--- config.mk ---
export PLATFORM = sky130hd
export DESIGN_NAME = ersr_recovery
export DESIGN_NICKNAME = d
export VERILOG_FILES = /design/src/pkg/ersr_pkg.sv /design/src/hw/ersr_recovery.sv
export SDC_FILE = /design/constraint.sdc
export NUM_CORES = 2
export LEC_CHECK = 0
export BUFFER_PORTS_ARGS = -buffer_cell sky130_fd_sc_hd__buf_4
export CAP_MARGIN = 20
export CORE_MARGIN = 2
export CORE_UTILIZATION = 57
export CTS_CLUSTER_SIZE = 16
export DETAILED_ROUTE_END_ITERATION = 12
export GPL_TIMING_DRIVEN = 0
export PLACE_DENSITY_LB_ADDON = 0.25
export SLEW_MARGIN = 20
export SYNTH_ARGS = -nofsm -noshare
export SYNTH_HDL_FRONTEND = slang
export SYNTH_SLANG_ARGS = --single-unit
--- constraint.sdc ---
create_clock -name ref_clk_i -period 13.14 [get_ports ref_clk_i]
set_clock_uncertainty 0.2 [all_clocks]
set_input_delay 1.971 -clock ref_clk_i [delete_from_list [all_inputs] [get_ports ref_clk_i]]
set_output_delay 1.971 -clock ref_clk_i [all_outputs]
set_load 0.01 [all_outputs]
--- src/pkg/ersr_pkg.sv ---
package ersr_pkg;

  // ==========================================================================
  // Register map, byte addresses on the plain register port.
  localparam logic [7:0] ERSR_CFG_OFS = 8'h00;
  localparam logic [7:0] ERSR_STAT_OFS = 8'h04;
  localparam logic [7:0] ERSR_DEFECT_OFS = 8'h08;
  localparam logic [7:0] ERSR_SPARE_OFS = 8'h0C;

  // ==========================================================================
  // Configuration register fields and reset values.
  localparam int ERSR_CFG_EARLY_BIT = 0;
  localparam int ERSR_CFG_REMAP_BIT = 1;
  localparam int ERSR_CFG_RETRY_LSB = 8;
  localparam int ERSR_RETRY_W = 8;
  localparam logic ERSR_EARLY_RST = 1'b0;
  localparam logic ERSR_REMAP_RST = 1'b1;
  localparam logic [7:0] ERSR_RETRY_RST = 8'h04;

  // Defect register: cylinder in the low bits, factory flag on top.
  localparam int ERSR_DEFECT_FACT_BIT = 31;
  // Spare register fields.
  localparam int ERSR_SPARE_IDX_BIT = 8;
  localparam int ERSR_SPARE_OK_BIT = 16;
  localparam int ERSR_SPARE_FULL_BIT = 17;
  // Status register fields.
  localparam int ERSR_STAT_STABLE_BIT = 8;
  localparam int ERSR_STAT_BAD_BIT = 9;
  localparam int ERSR_STAT_CNT_LSB = 16;

  // ==========================================================================
  // Sector code geometry.
  localparam int ERSR_ECC_SYN_N = 24;
  localparam int ERSR_XC_SYN_N = 4;
  localparam int ERSR_SYN_W = (ERSR_ECC_SYN_N + ERSR_XC_SYN_N) * 8;
  localparam int ERSR_IL_N = 4;
  localparam int ERSR_ILCNT_W = 3;
  localparam logic [2:0] ERSR_FLY_MAX = 3'h2;
  localparam logic [2:0] ERSR_TRIPLE_MAX = 3'h3;
  localparam int ERSR_RETRY_MULT_SH = 3;
  localparam logic [1:0] ERSR_SPARES_PER_CYL = 2'h2;

  // ==========================================================================
  // Timing.
  localparam int ERSR_CLK_MHZ = 50;
  localparam int ERSR_FLY_CHECK_US = 200;
  localparam int ERSR_FLY_CHECK_CYC = ERSR_FLY_CHECK_US * ERSR_CLK_MHZ;

endpackage

--- src/hw/ersr_recovery.sv ---
// What this block does
// (RULE1) Error read first gets 200 us fly check.
// (RULE2) Fly-correctable sector goes to host, no reread.
// (RULE3) Otherwise reread before any triple-burst correction.
// (RULE4) Each reread: all-zero syndromes means clean transfer.
// (RULE5) Nonzero syndromes stored, another reread started.
// (RULE6) Equal syndromes on consecutive rereads mean stable.
// (RULE7) Early correction plus stable runs triple correction.
// (RULE8) Early correction and remap enabled separately.
// (RULE9) Remap enabled allows eight times retry count.
// (RULE10) Remap enable is set after reset.
// (RULE11) Two spare sectors reserved per cylinder.
// (RULE12) Factory defect slipped inline, order kept sequential.
// (RULE13) Beyond two per cylinder, nearest spare elsewhere.
// (RULE14) Grown defects never slipped, remapped to spares.
// (RULE15) Triple-corrected sector counts as grown defect.
// (RULE16) Successful correction written into replacement sector.
// (RULE17) Failed correction written with uncorrectable marker.
// (RULE18) Marker reports errors until host rewrites sector.
// (RULE19) Syndrome set is 24 plus four cross-check.
// (RULE20) Fly-correctable only with two bad bytes per interleave.
// (RULE21) Uncorrectable when an interleave has over three.
// (RULE22) Retries exhausted: triple correction on last syndromes.
`timescale 1ns/1ps
module ersr_recovery
  import ersr_pkg::*;
#(
  parameter int CHECK_CYC = ERSR_FLY_CHECK_CYC,
  parameter int NCYL = 16,
  parameter int CYL_W = 4,
  parameter int LBA_W = 16,
  parameter int MARKS = 4
)(
  // Clock and reset.
  input wire logic ref_clk_i,
  input wire logic srst_i,
  // Register port.
  input wire logic [7:0] reg_addr_i,
  input wire logic [31:0] reg_wdata_i,
  input wire logic reg_we_i,
  input wire logic reg_re_i,
  output logic [31:0] reg_rdata_o,
  // Read channel results.
  input wire logic rd_done_i,
  input wire logic [ERSR_SYN_W-1:0] rd_syn_i,
  input wire logic [ERSR_IL_N*ERSR_ILCNT_W-1:0] rd_ilcnt_i,
  input wire logic [LBA_W-1:0] rd_lba_i,
  input wire logic [CYL_W-1:0] rd_cyl_i,
  output logic reread_o,
  output logic busy_o,
  // Host transfer path.
  input wire logic host_wr_i,
  input wire logic [LBA_W-1:0] host_wr_lba_i,
  output logic xfer_valid_o,
  output logic xfer_err_o,
  output logic xfer_corrected_o,
  // Replacement sector writes.
  output logic spare_wr_o,
  output logic [CYL_W-1:0] spare_cyl_o,
  output logic spare_idx_o,
  output logic spare_bad_o
);

  // ==========================================================================
  // State.
  typedef enum logic [2:0] {
    ST_IDLE, ST_CHECK, ST_WAIT, ST_TRIPLE, ST_SPARE
  } ersr_st_t;

  typedef struct packed {
    ersr_st_t st;
    logic [13:0] cnt;
    logic [10:0] tries;
    logic [ERSR_SYN_W-1:0] syn;
    logic syn_prev;
    logic [ERSR_IL_N*ERSR_ILCNT_W-1:0] ilcnt;
    logic [LBA_W-1:0] lba;
    logic [CYL_W-1:0] cyl;
    logic stable;
    logic fix_ok;
    logic early_correction_enable;
    logic auto_read_remap_enable;
    logic busy;
    logic [ERSR_RETRY_W-1:0] retry;
    logic [NCYL-1:0][1:0] used;
    logic [NCYL-1:0][1:0] slip;
    logic [MARKS-1:0] mark_v;
    logic [MARKS-1:0][LBA_W-1:0] mark_lba;
    logic [$clog2(MARKS)-1:0] mark_ptr;
    logic [31:0] spare_reg;
    logic [31:0] rdata;
    logic reread;
    logic xv;
    logic xe;
    logic xc;
    logic sw;
    logic [CYL_W-1:0] sc;
    logic si;
    logic sb;
  } ersr_state_t;

  ersr_state_t q, d;

  // ==========================================================================
  // Helpers.

  // True when no interleave holds more than lim bad bytes.
  function automatic logic il_fits(
    input logic [ERSR_IL_N*ERSR_ILCNT_W-1:0] c,
    input logic [2:0] lim
  );
    logic ok;
    ok = 1'b1;
    for (int i = 0; i < ERSR_IL_N; i++)
    begin
      if (c[i*ERSR_ILCNT_W +: ERSR_ILCNT_W] > lim)
      begin
        ok = 1'b0;
      end
    end
    return ok;
  endfunction

  // Nearest cylinder with a free spare, lower side first on a tie.
  // Searching outward keeps actuator travel to the replacement short.
  function automatic logic [CYL_W:0] near_free(
    input logic [NCYL-1:0][1:0] used,
    input logic [CYL_W-1:0] c
  );
    logic [CYL_W:0] r;
    int lo;
    int hi;
    r = '0;
    for (int k = NCYL - 1; k >= 0; k--)
    begin
      lo = int'(c) - k;
      hi = int'(c) + k;
      if (hi < NCYL && used[hi] != ERSR_SPARES_PER_CYL)
      begin
        r = {1'b1, hi[CYL_W-1:0]};
      end
      if (lo >= 0 && used[lo] != ERSR_SPARES_PER_CYL)
      begin
        r = {1'b1, lo[CYL_W-1:0]};
      end
    end
    return r;
  endfunction

  // Read results and limits that the idle, check and wait states look at.
  logic syn_zero;
  logic rd_marked;
  logic fly_ok;
  logic [10:0] limit;
  assign syn_zero = ~|rd_syn_i;
  assign fly_ok = il_fits(q.ilcnt, ERSR_FLY_MAX); // [RULE20]
  assign limit = q.auto_read_remap_enable
               ? (11'(q.retry) << ERSR_RETRY_MULT_SH)
               : 11'(q.retry); // [RULE9]

  always_comb
  begin
    rd_marked = 1'b0;
    for (int i = 0; i < MARKS; i++)
    begin
      if (q.mark_v[i] && q.mark_lba[i] == rd_lba_i)
      begin
        rd_marked = 1'b1;
      end
    end
  end

  // ==========================================================================
  // Next-state logic: recovery sequence, sparing and register port.
  always_comb
  begin
    logic [CYL_W:0] nf;
    logic [CYL_W-1:0] dc;
    d = q;
    nf = '0;
    dc = '0;
    d.reread = 1'b0;
    d.xv = 1'b0;
    d.xe = 1'b0;
    d.xc = 1'b0;
    d.sw = 1'b0;
    d.rdata = '0;

    // A host write replaces the sector, so its marker goes away.
    if (host_wr_i)
    begin
      for (int i = 0; i < MARKS; i++)
      begin
        if (q.mark_lba[i] == host_wr_lba_i)
        begin
          d.mark_v[i] = 1'b0; // [RULE18]
        end
      end
    end

    case (q.st)
      ST_IDLE:
      begin
        if (rd_done_i)
        begin
          d.lba = rd_lba_i;
          d.cyl = rd_cyl_i;
          d.ilcnt = rd_ilcnt_i;
          d.syn_prev = 1'b0;
          d.stable = 1'b0;
          d.tries = '0;
          if (rd_marked)
          begin
            d.xv = 1'b1; // [RULE18]
            d.xe = 1'b1;
          end
          else if (syn_zero)
          begin
            d.xv = 1'b1;
          end
          else
          begin
            d.st = ST_CHECK; // [RULE1]
            d.cnt = '0;
          end
        end
      end
      ST_CHECK:
      begin
        d.cnt = q.cnt + 14'h0001;
        if (q.cnt == 14'(CHECK_CYC - 1))
        begin
          if (fly_ok)
          begin
            d.xv = 1'b1; // [RULE2]
            d.xc = 1'b1;
            d.st = ST_IDLE;
          end
          else
          begin
            d.reread = 1'b1; // [RULE3]
            d.st = ST_WAIT;
          end
        end
      end
      ST_WAIT:
      begin
        if (rd_done_i)
        begin
          d.ilcnt = rd_ilcnt_i;
          d.tries = q.tries + 11'h001;
          if (syn_zero)
          begin
            d.xv = 1'b1; // [RULE4]
            d.st = ST_IDLE;
          end
          else
          begin
            // Compare against the previous reread only, never the first read.
            d.stable = q.syn_prev && (rd_syn_i == q.syn); // [RULE6]
            d.syn = rd_syn_i; // [RULE5] [RULE19]
            d.syn_prev = 1'b1;
            if (d.stable && q.early_correction_enable && d.tries < limit)
            begin
              d.st = ST_TRIPLE; // [RULE7]
            end
            else if (d.tries >= limit)
            begin
              d.st = ST_TRIPLE; // [RULE22]
            end
            else
            begin
              d.reread = 1'b1; // [RULE5]
            end
          end
        end
      end
      ST_TRIPLE:
      begin
        d.fix_ok = il_fits(q.ilcnt, ERSR_TRIPLE_MAX); // [RULE21]
        d.st = ST_SPARE;
      end
      ST_SPARE:
      begin
        // Needing triple correction marks a grown defect: remap, no slip.
        d.xv = 1'b1; // [RULE15]
        d.xe = ~q.fix_ok;
        d.xc = q.fix_ok;
        d.st = ST_IDLE;
        if (q.auto_read_remap_enable)
        begin
          nf = near_free(q.used, q.cyl); // [RULE14] [RULE8]
          dc = nf[CYL_W-1:0];
          d.spare_reg = '0;
          d.spare_reg[CYL_W-1:0] = dc;
          d.spare_reg[ERSR_SPARE_IDX_BIT] = q.used[dc][0];
          d.spare_reg[ERSR_SPARE_OK_BIT] = nf[CYL_W];
          d.spare_reg[ERSR_SPARE_FULL_BIT] = ~nf[CYL_W];
          if (nf[CYL_W])
          begin
            d.sw = 1'b1; // [RULE16]
            d.sc = dc;
            d.si = q.used[dc][0];
            d.sb = ~q.fix_ok; // [RULE17]
            d.used[dc] = q.used[dc] + 2'h1; // [RULE11]
            if (!q.fix_ok)
            begin
              d.mark_v[q.mark_ptr] = 1'b1; // [RULE17]
              d.mark_lba[q.mark_ptr] = q.lba;
              d.mark_ptr = q.mark_ptr + 1'b1;
            end
          end
        end
      end
      default:
      begin
        d.st = ST_IDLE;
      end
    endcase

    // Busy is registered beside the state so the output has no decode.
    d.busy = (d.st != ST_IDLE);

    // Register writes; the factory defect path sees any spare just taken.
    if (reg_we_i)
    begin
      if (reg_addr_i == ERSR_CFG_OFS)
      begin
        d.early_correction_enable = reg_wdata_i[ERSR_CFG_EARLY_BIT]; // [RULE8]
        d.auto_read_remap_enable = reg_wdata_i[ERSR_CFG_REMAP_BIT];
        d.retry = reg_wdata_i[ERSR_CFG_RETRY_LSB +: ERSR_RETRY_W];
      end
      else if (reg_addr_i == ERSR_DEFECT_OFS)
      begin
        dc = reg_wdata_i[CYL_W-1:0];
        d.spare_reg = '0;
        if (reg_wdata_i[ERSR_DEFECT_FACT_BIT] &&
            d.slip[dc] != ERSR_SPARES_PER_CYL &&
            d.used[dc] != ERSR_SPARES_PER_CYL)
        begin
          // Slipping uses this cylinder's own spare; LBAs stay in order.
          d.slip[dc] = d.slip[dc] + 2'h1; // [RULE12]
          d.used[dc] = d.used[dc] + 2'h1;
          d.spare_reg[CYL_W-1:0] = dc;
          d.spare_reg[ERSR_SPARE_OK_BIT] = 1'b1;
        end
        else
        begin
          nf = near_free(d.used, dc); // [RULE13] [RULE14]
          d.spare_reg[CYL_W-1:0] = nf[CYL_W-1:0];
          d.spare_reg[ERSR_SPARE_IDX_BIT] = d.used[nf[CYL_W-1:0]][0];
          d.spare_reg[ERSR_SPARE_OK_BIT] = nf[CYL_W];
          d.spare_reg[ERSR_SPARE_FULL_BIT] = ~nf[CYL_W];
          if (nf[CYL_W])
          begin
            d.used[nf[CYL_W-1:0]] = d.used[nf[CYL_W-1:0]] + 2'h1;
          end
        end
      end
    end

    // Read data stands in the cycle after the strobe only.
    if (reg_re_i)
    begin
      if (reg_addr_i == ERSR_CFG_OFS)
      begin
        d.rdata[ERSR_CFG_EARLY_BIT] = q.early_correction_enable;
        d.rdata[ERSR_CFG_REMAP_BIT] = q.auto_read_remap_enable;
        d.rdata[ERSR_CFG_RETRY_LSB +: ERSR_RETRY_W] = q.retry;
      end
      else if (reg_addr_i == ERSR_STAT_OFS)
      begin
        d.rdata[2:0] = q.st;
        d.rdata[ERSR_STAT_STABLE_BIT] = q.stable;
        d.rdata[ERSR_STAT_BAD_BIT] = ~q.fix_ok;
        d.rdata[ERSR_STAT_CNT_LSB +: 11] = q.tries;
      end
      else if (reg_addr_i == ERSR_SPARE_OFS)
      begin
        d.rdata = q.spare_reg;
      end
    end
  end

  // ==========================================================================
  // State register.
  always_ff @(posedge ref_clk_i)
  begin
    if (srst_i)
    begin
      q <= '0;
      q.st <= ST_IDLE;
      q.fix_ok <= 1'b1;
      q.early_correction_enable <= ERSR_EARLY_RST;
      q.auto_read_remap_enable <= ERSR_REMAP_RST; // [RULE10]
      q.retry <= ERSR_RETRY_RST;
    end
    else
    begin
      q <= d;
    end
  end

  // Outputs come straight from the state register.
  assign reg_rdata_o = q.rdata;
  assign reread_o = q.reread;
  assign busy_o = q.busy;
  assign xfer_valid_o = q.xv;
  assign xfer_err_o = q.xe;
  assign xfer_corrected_o = q.xc;
  assign spare_wr_o = q.sw;
  assign spare_cyl_o = q.sc;
  assign spare_idx_o = q.si;
  assign spare_bad_o = q.sb;

  logic chk_end;
  logic wait_err;
  assign chk_end = (q.st == ST_CHECK) && (q.cnt == 14'(CHECK_CYC - 1));
  assign wait_err = (q.st == ST_WAIT) && rd_done_i && !syn_zero;
endmodule

# Word-level counts from Yosys, hierarchy flattened
# Cells that the tools add are included.
# totals
ff_bits	507
latchBits	0
mem_bits_rw	0
romBits	0
out_inout_bits	44
input_bits	318
elab_cells	823
memories	0
# classes
reduce_logical	96
order_cmp	144
n_eq_ne	86
bitwise_logic	9
div	0
addsub	67
mul	0
n_mux	357
n_shift	0
# ops
op	n
$bmux 2 s4	65
$mux 5	70
$lt 5x5->1 const B	60
$mux 32	9
$mux 2	135
$mux 248	1
$mux 225	1
$eq 224x224->1	1
$reduce_or 224->1	1
$mux 102	2
$mux 64	3
$lt 5x6->1 const B	30
$ge 5x1->1 const B	30
$mux 70	2
$ne 2x2->1 const B	69
$bwmux 32	4
$eq 16x16->1	8
$add 4x4->5 const B	16
$sub 4x4->5 const B	16
$logic_and 1x1->1	77
$bwmux 64	1
$add 4x3->5 const B	8
$sub 4x3->5 const B	8
$lt 4x5->1 const B	7
other kinds (52)	135

# Logic depth before layout (Yosys ltp)
# logic_depth
depth_word	99
ltp_mapped	41
depth_no_buf	33

# Worst setup path before layout
# Ideal clock, no wire load.
# synth_path
path_type	flip-flop to flip-flop
startpoint	register q[223] (netlist bit)
endpoint	register q[188] (netlist bit)
t_required_ns	12.820
path_buffers	7
slack_ns	3.855
setup_time_ns	0.120
stages_incl_launch_ff	36
period_less_slack_ns	9.285
arrival_time_ns	8.965
cell_sequence	dfxtp_1 > buf_2 > inv_2 > buf_1 > ha_1 > buf_2 > a2111oi_0 > o41ai_2 > a21oi_2 > nor4_1 > or4b_4 > o41ai_4 > nand2_2 > buf_6 > mux2_4 > a31oi_1 > mux2_4 > nand3_4 > xnor2_4 > buf_6 > o221ai_1 > a2111oi_2 > mux2_2 > ha_1 > clkbuf_1 > inv_1 > or4_1 > a311oi_1 > nor3_2 > a211oi_1 > a221oi_1 > a2111oi_4 > buf_6 > xor2_2 > nor3_1 > o31a_1
# synth_via
elab_chain_cells	99
word_cells_on_any_way	473
classes_between	add/sub: 33; order compare: 36; eq/ne: 63; mux: 274; reduce/logical: 67
# synth_lines
item	line	source
start, declared	ersr_recovery.sv:102	ersr_state_t q, d;
$add 4x4->5	ersr_recovery.sv:137	hi = int'(c) + k;
$bmux 2 s4	ersr_recovery.sv:138	if (hi < NCYL && used[hi] != ERSR_SPARES_PER_CYL)
$mux 2 (implied by the code) (2 in series)	ersr_recovery.sv:138	
$ne 2x2->1	ersr_recovery.sv:138	
$logic_and 1x1->1	ersr_recovery.sv:138	
$mux 5	ersr_recovery.sv:138	
$mux 5	ersr_recovery.sv:142	if (lo >= 0 && used[lo] != ERSR_SPARES_PER_CYL)
$mux 5	ersr_recovery.sv:138	
(+82 left out)	-	
$mux 2 (implied by the code)	ersr_recovery.sv:356	d.used[nf[CYL_W-1:0]] = d.used[nf[CYL_W-1:0]] + 2'h1;
$demux 2 s4	ersr_recovery.sv:356	
$bwmux 32	ersr_recovery.sv:356	
$mux 32	ersr_recovery.sv:354	if (nf[CYL_W])
$mux 32	ersr_recovery.sv:337	if (reg_wdata_i[ERSR_DEFECT_FACT_BIT] &&
$mux 64	ersr_recovery.sv:333	else if (reg_addr_i == ERSR_DEFECT_OFS)
$mux 64	ersr_recovery.sv:327	if (reg_addr_i == ERSR_CFG_OFS)
$mux 64 *	ersr_recovery.sv:325	if (reg_we_i)
# Every way passes the cells marked *; elsewhere a longest branch is shown, timed or not. The select of a mux whose other input is x is not followed.
# A chain may end at the register's enable or synchronous reset.

# Worst setup path after layout
# layout_path
startpoint	register q[223] (netlist bit)
endpoint	register q[178] (netlist bit)
# Same word-level chain as after synthesis.

==> results.toml <==
[route]
dr.pass1.iters = 10
via_per_inst = 6.71
detail_route.wl_per_cell_um = 26.6
drc_errors = 0
vias = 37800
wirelength_mm = 150
ant_nets = 0
drtIter0Drc = 4970

[clock_tree]
clock-sinks = 507
cts_tree = "done"
clock_path_buffers = 3
post-cts-setup-buffers = 0
insertion_delay_ps = 660
clkTransAtPathRegs_ps = 70
cts_max_level = 2
cts_hold_buffers = 0
cts-buffers-inserted = 53
clockRootBuffer = "clkbuf_16"
cts-resized-gates = 0

[timing]
period_share_pct = 97.0
setup_violations = 0
relSlewSlack_pct = 17.8
rsz0062_at_grt = "no"
tightest_slew_ps = 1220
fmax_mhz = 78.5
tns_ps = 0
maxSlewViolCount = 0
hold_violations = 0
hold_ws_ps = 245
min_period_ps = 12740

[place]
dpl.hpwl_mm = 119
io_buffers = 325
gp_congestion = 1.12
dpl_cell_area_mm2 = 0.0369
placed_cells = 5533

[critical_path]
arrival_ps = 12990
r2r_slack_ps = 400
slowest_delay_ps = 770
r2r-end = "q[178]$_SDFF_PP0_"
cpMostUsedCell = "nor2_1"
worstRegToRegCells = 37
required_ps = 13390
slowest_stage = "a31oi_1"
rr_startpoint = "q[223]$_SDFFE_PP0P_"
critPathTopFamily = "simple AND/OR/NAND/NOR gates"
crit_cells = 37
critPathLaunchType = "register"
cp-startpoint = "q[223]$_SDFFE_PP0P_"
path_max_fanout = 13
end_kind = "register"
path_buf_inv = 8
critPathKind = "register to register"
endpoint = "q[178]$_SDFF_PP0_"

[pwr]
ir_drop_v = 0.000122
power_density_mw_per_mm2 = 103
leakage_nw = 14.2
total_power_w = 0.00400

[synth]
synthFlopType = "dfxtp_1"
yosys_warnings = 0
synth_async_sr_flop_share_pct = 0
synthAdderAreaFrac_pct = 1.79
netlist.area_leader.share_pct = 30.3
avgSynthCellArea_um2 = 7.54
synth_xor_area_share_pct = 8.39
syn_inst = 4443
synth_top_area_cell = "dfxtp_1"
syn-num-nets = 4808
synth_compound_area_share_pct = 23.4
synth-simple-area-share_pct = 24.4
synth_edf_count = 0
synth_area_leaders = "dfxtp_1 (30%), nand2_1 (10%), a21oi_1 (7.9%)"
synth_seq_cells = 507
synth_top_family_by_area = "simple AND/OR/NAND/NOR gates"
synth.area.mux_share_pct = 6.02
yosysSeqAreaShare_pct = 30.3
synth_cell_type_count = 119
synthesis.area_mm2 = 0.0335

[finish]
layout.cells.non_filler = 5638
drive_gt1_share_pct = 13.5
syn_to_final_growth_pct = 16.0
nets = 5189
fin_area_mm2 = 0.0388

[run_status]
status = "completed"

[min_path]
worstHoldStart = "q[73]$_SDFF_PP0_"
hold_class = "register to register"

[floorplanning]
initial_utilization_pct = 57.8
die_h_um = 246
ioPinCount = 362
die_x_um = 246
core_mm2 = 0.0579
dieArea_mm2 = 0.0607
num_rows = 88

[global_route]
track_usage_pct = 47.7
grt_pass1_vias = 35100
antenna_found_initial = 8
grt_pass1_wl_mm = 217
grt_max_degree = 17
overflow = 0

[flow_run]
maxCapViolations = 0
[cells in the final DEF (no fill, tap or decap), types with 13 or more instances in the layout]
cell	count
nand4_1	65
buf_1	24
nand2b_1	49
nor4_1	125
buf_2	15
nor3b_1	15
xnor2_1	115
nor3_1	74
nor2_1	253
nand2_1	917
mux2_2	28
nand3_1	84
dfxtp_1	507
o221ai_1	14
a221oi_1	38
o22ai_1	60
ha_1	47
o21ai_1	13
a22o_1	28
o211ai_1	30
xor2_1	186
mux2i_1	76
a31oi_1	36
buf_4	366
clkbuf_1	214
a211oi_1	56
or2_2	15
a21o_1	25
a21oi_1	530
mux4_2	36
o21a_1	19
inv_1	146
clkbuf_16	53
o21ai_0	118
o2bb2ai_1	26
and3_1	24
a22oi_1	27
and2_1	60
nor2b_1	34
[how the worst min path moves through the flow]
stage,end,slack [ps],cells past startpoint
2_1_floorplan,q[47]$_SDFF_PP0_,220,1
3_3_place_gp,reg_rdata_o[4]$_SDFF_PP0_,230,1
3_5_place_dp,reg_rdata_o[30]$_SDFF_PP0_,230,1
4_1_cts,reg_rdata_o[30]$_SDFF_PP0_,250,1
5_1_grt,q[73]$_SDFF_PP0_,270,1
6_report,reg_rdata_o[30]$_SDFF_PP0_,240,1
[report_power, final]
group	switching, W	total [W]	leakage, nW	internal, W
Combinational	0.000548	0.000805	9.17	0.000257
Sequential	0.00000882	0.00155	4.09	0.00154
Clock	0.000730	0.00164	0.914	0.000909
Total	0.00129	0.00400	14.2	0.00271
[synthesized netlist by cell type (47+ instances only)]
library cell  number
nor2_1           253
o22ai_1           60
nand2_1          917
nand4_1           65
xnor2_1          115
mux2i_1           76
clkbuf_1         212
ha_1              47
nand3_1           84
nor3_1            75
dfxtp_1          507
a211oi_1          56
xor2_1           186
a21oi_1          530
nor4_1           128
and2_1            60
inv_1            146
nand2b_1          49
o21ai_0          118
[per-stage QoR]
step | utilization, % | setup WS [ps]
floorplan | - | 3860
global placement | 63.7 | 761
detailed placement | 63.7 | 828
CTS | 67.0 | 770
global route | 67.0 | 55.7
finish | 67.0 | 395
[area by class of cell]
class	count	area [um^2]
clock buffer	64	1460
fill	5008	19100
timing repair buffer	326	2440
clock inverter	36	442
antenna	4	10.0
sequential	507	10100
inverter	155	582
tap	765	957
buffer	299	1350
multi-input combinational	3482	21400
[logic make-up (layout without fill, tap and decap cells)]
kind of cell,count (synthesis),count (layout)
fa+ha+maj,48,48
simple gates,1782,1782
other cells,0,4
xor+xnor,311,311
buf+inv,454,880
flops,507,507
mux,150,150
compound gates,1191,1191
[per-layer routing]
metal / vias to the layer above / share of wire, % / track usage, %
met2: 2979 / 44 / 75.6
met3: 729 / 12 / 10.7
li1: 16600 / - / -
met5: - / 0.036 / 0
met4: 8 / 9.3 / 35.7
met1: 17500 / 35 / 56.4
(Power assumes the default switching activity.)
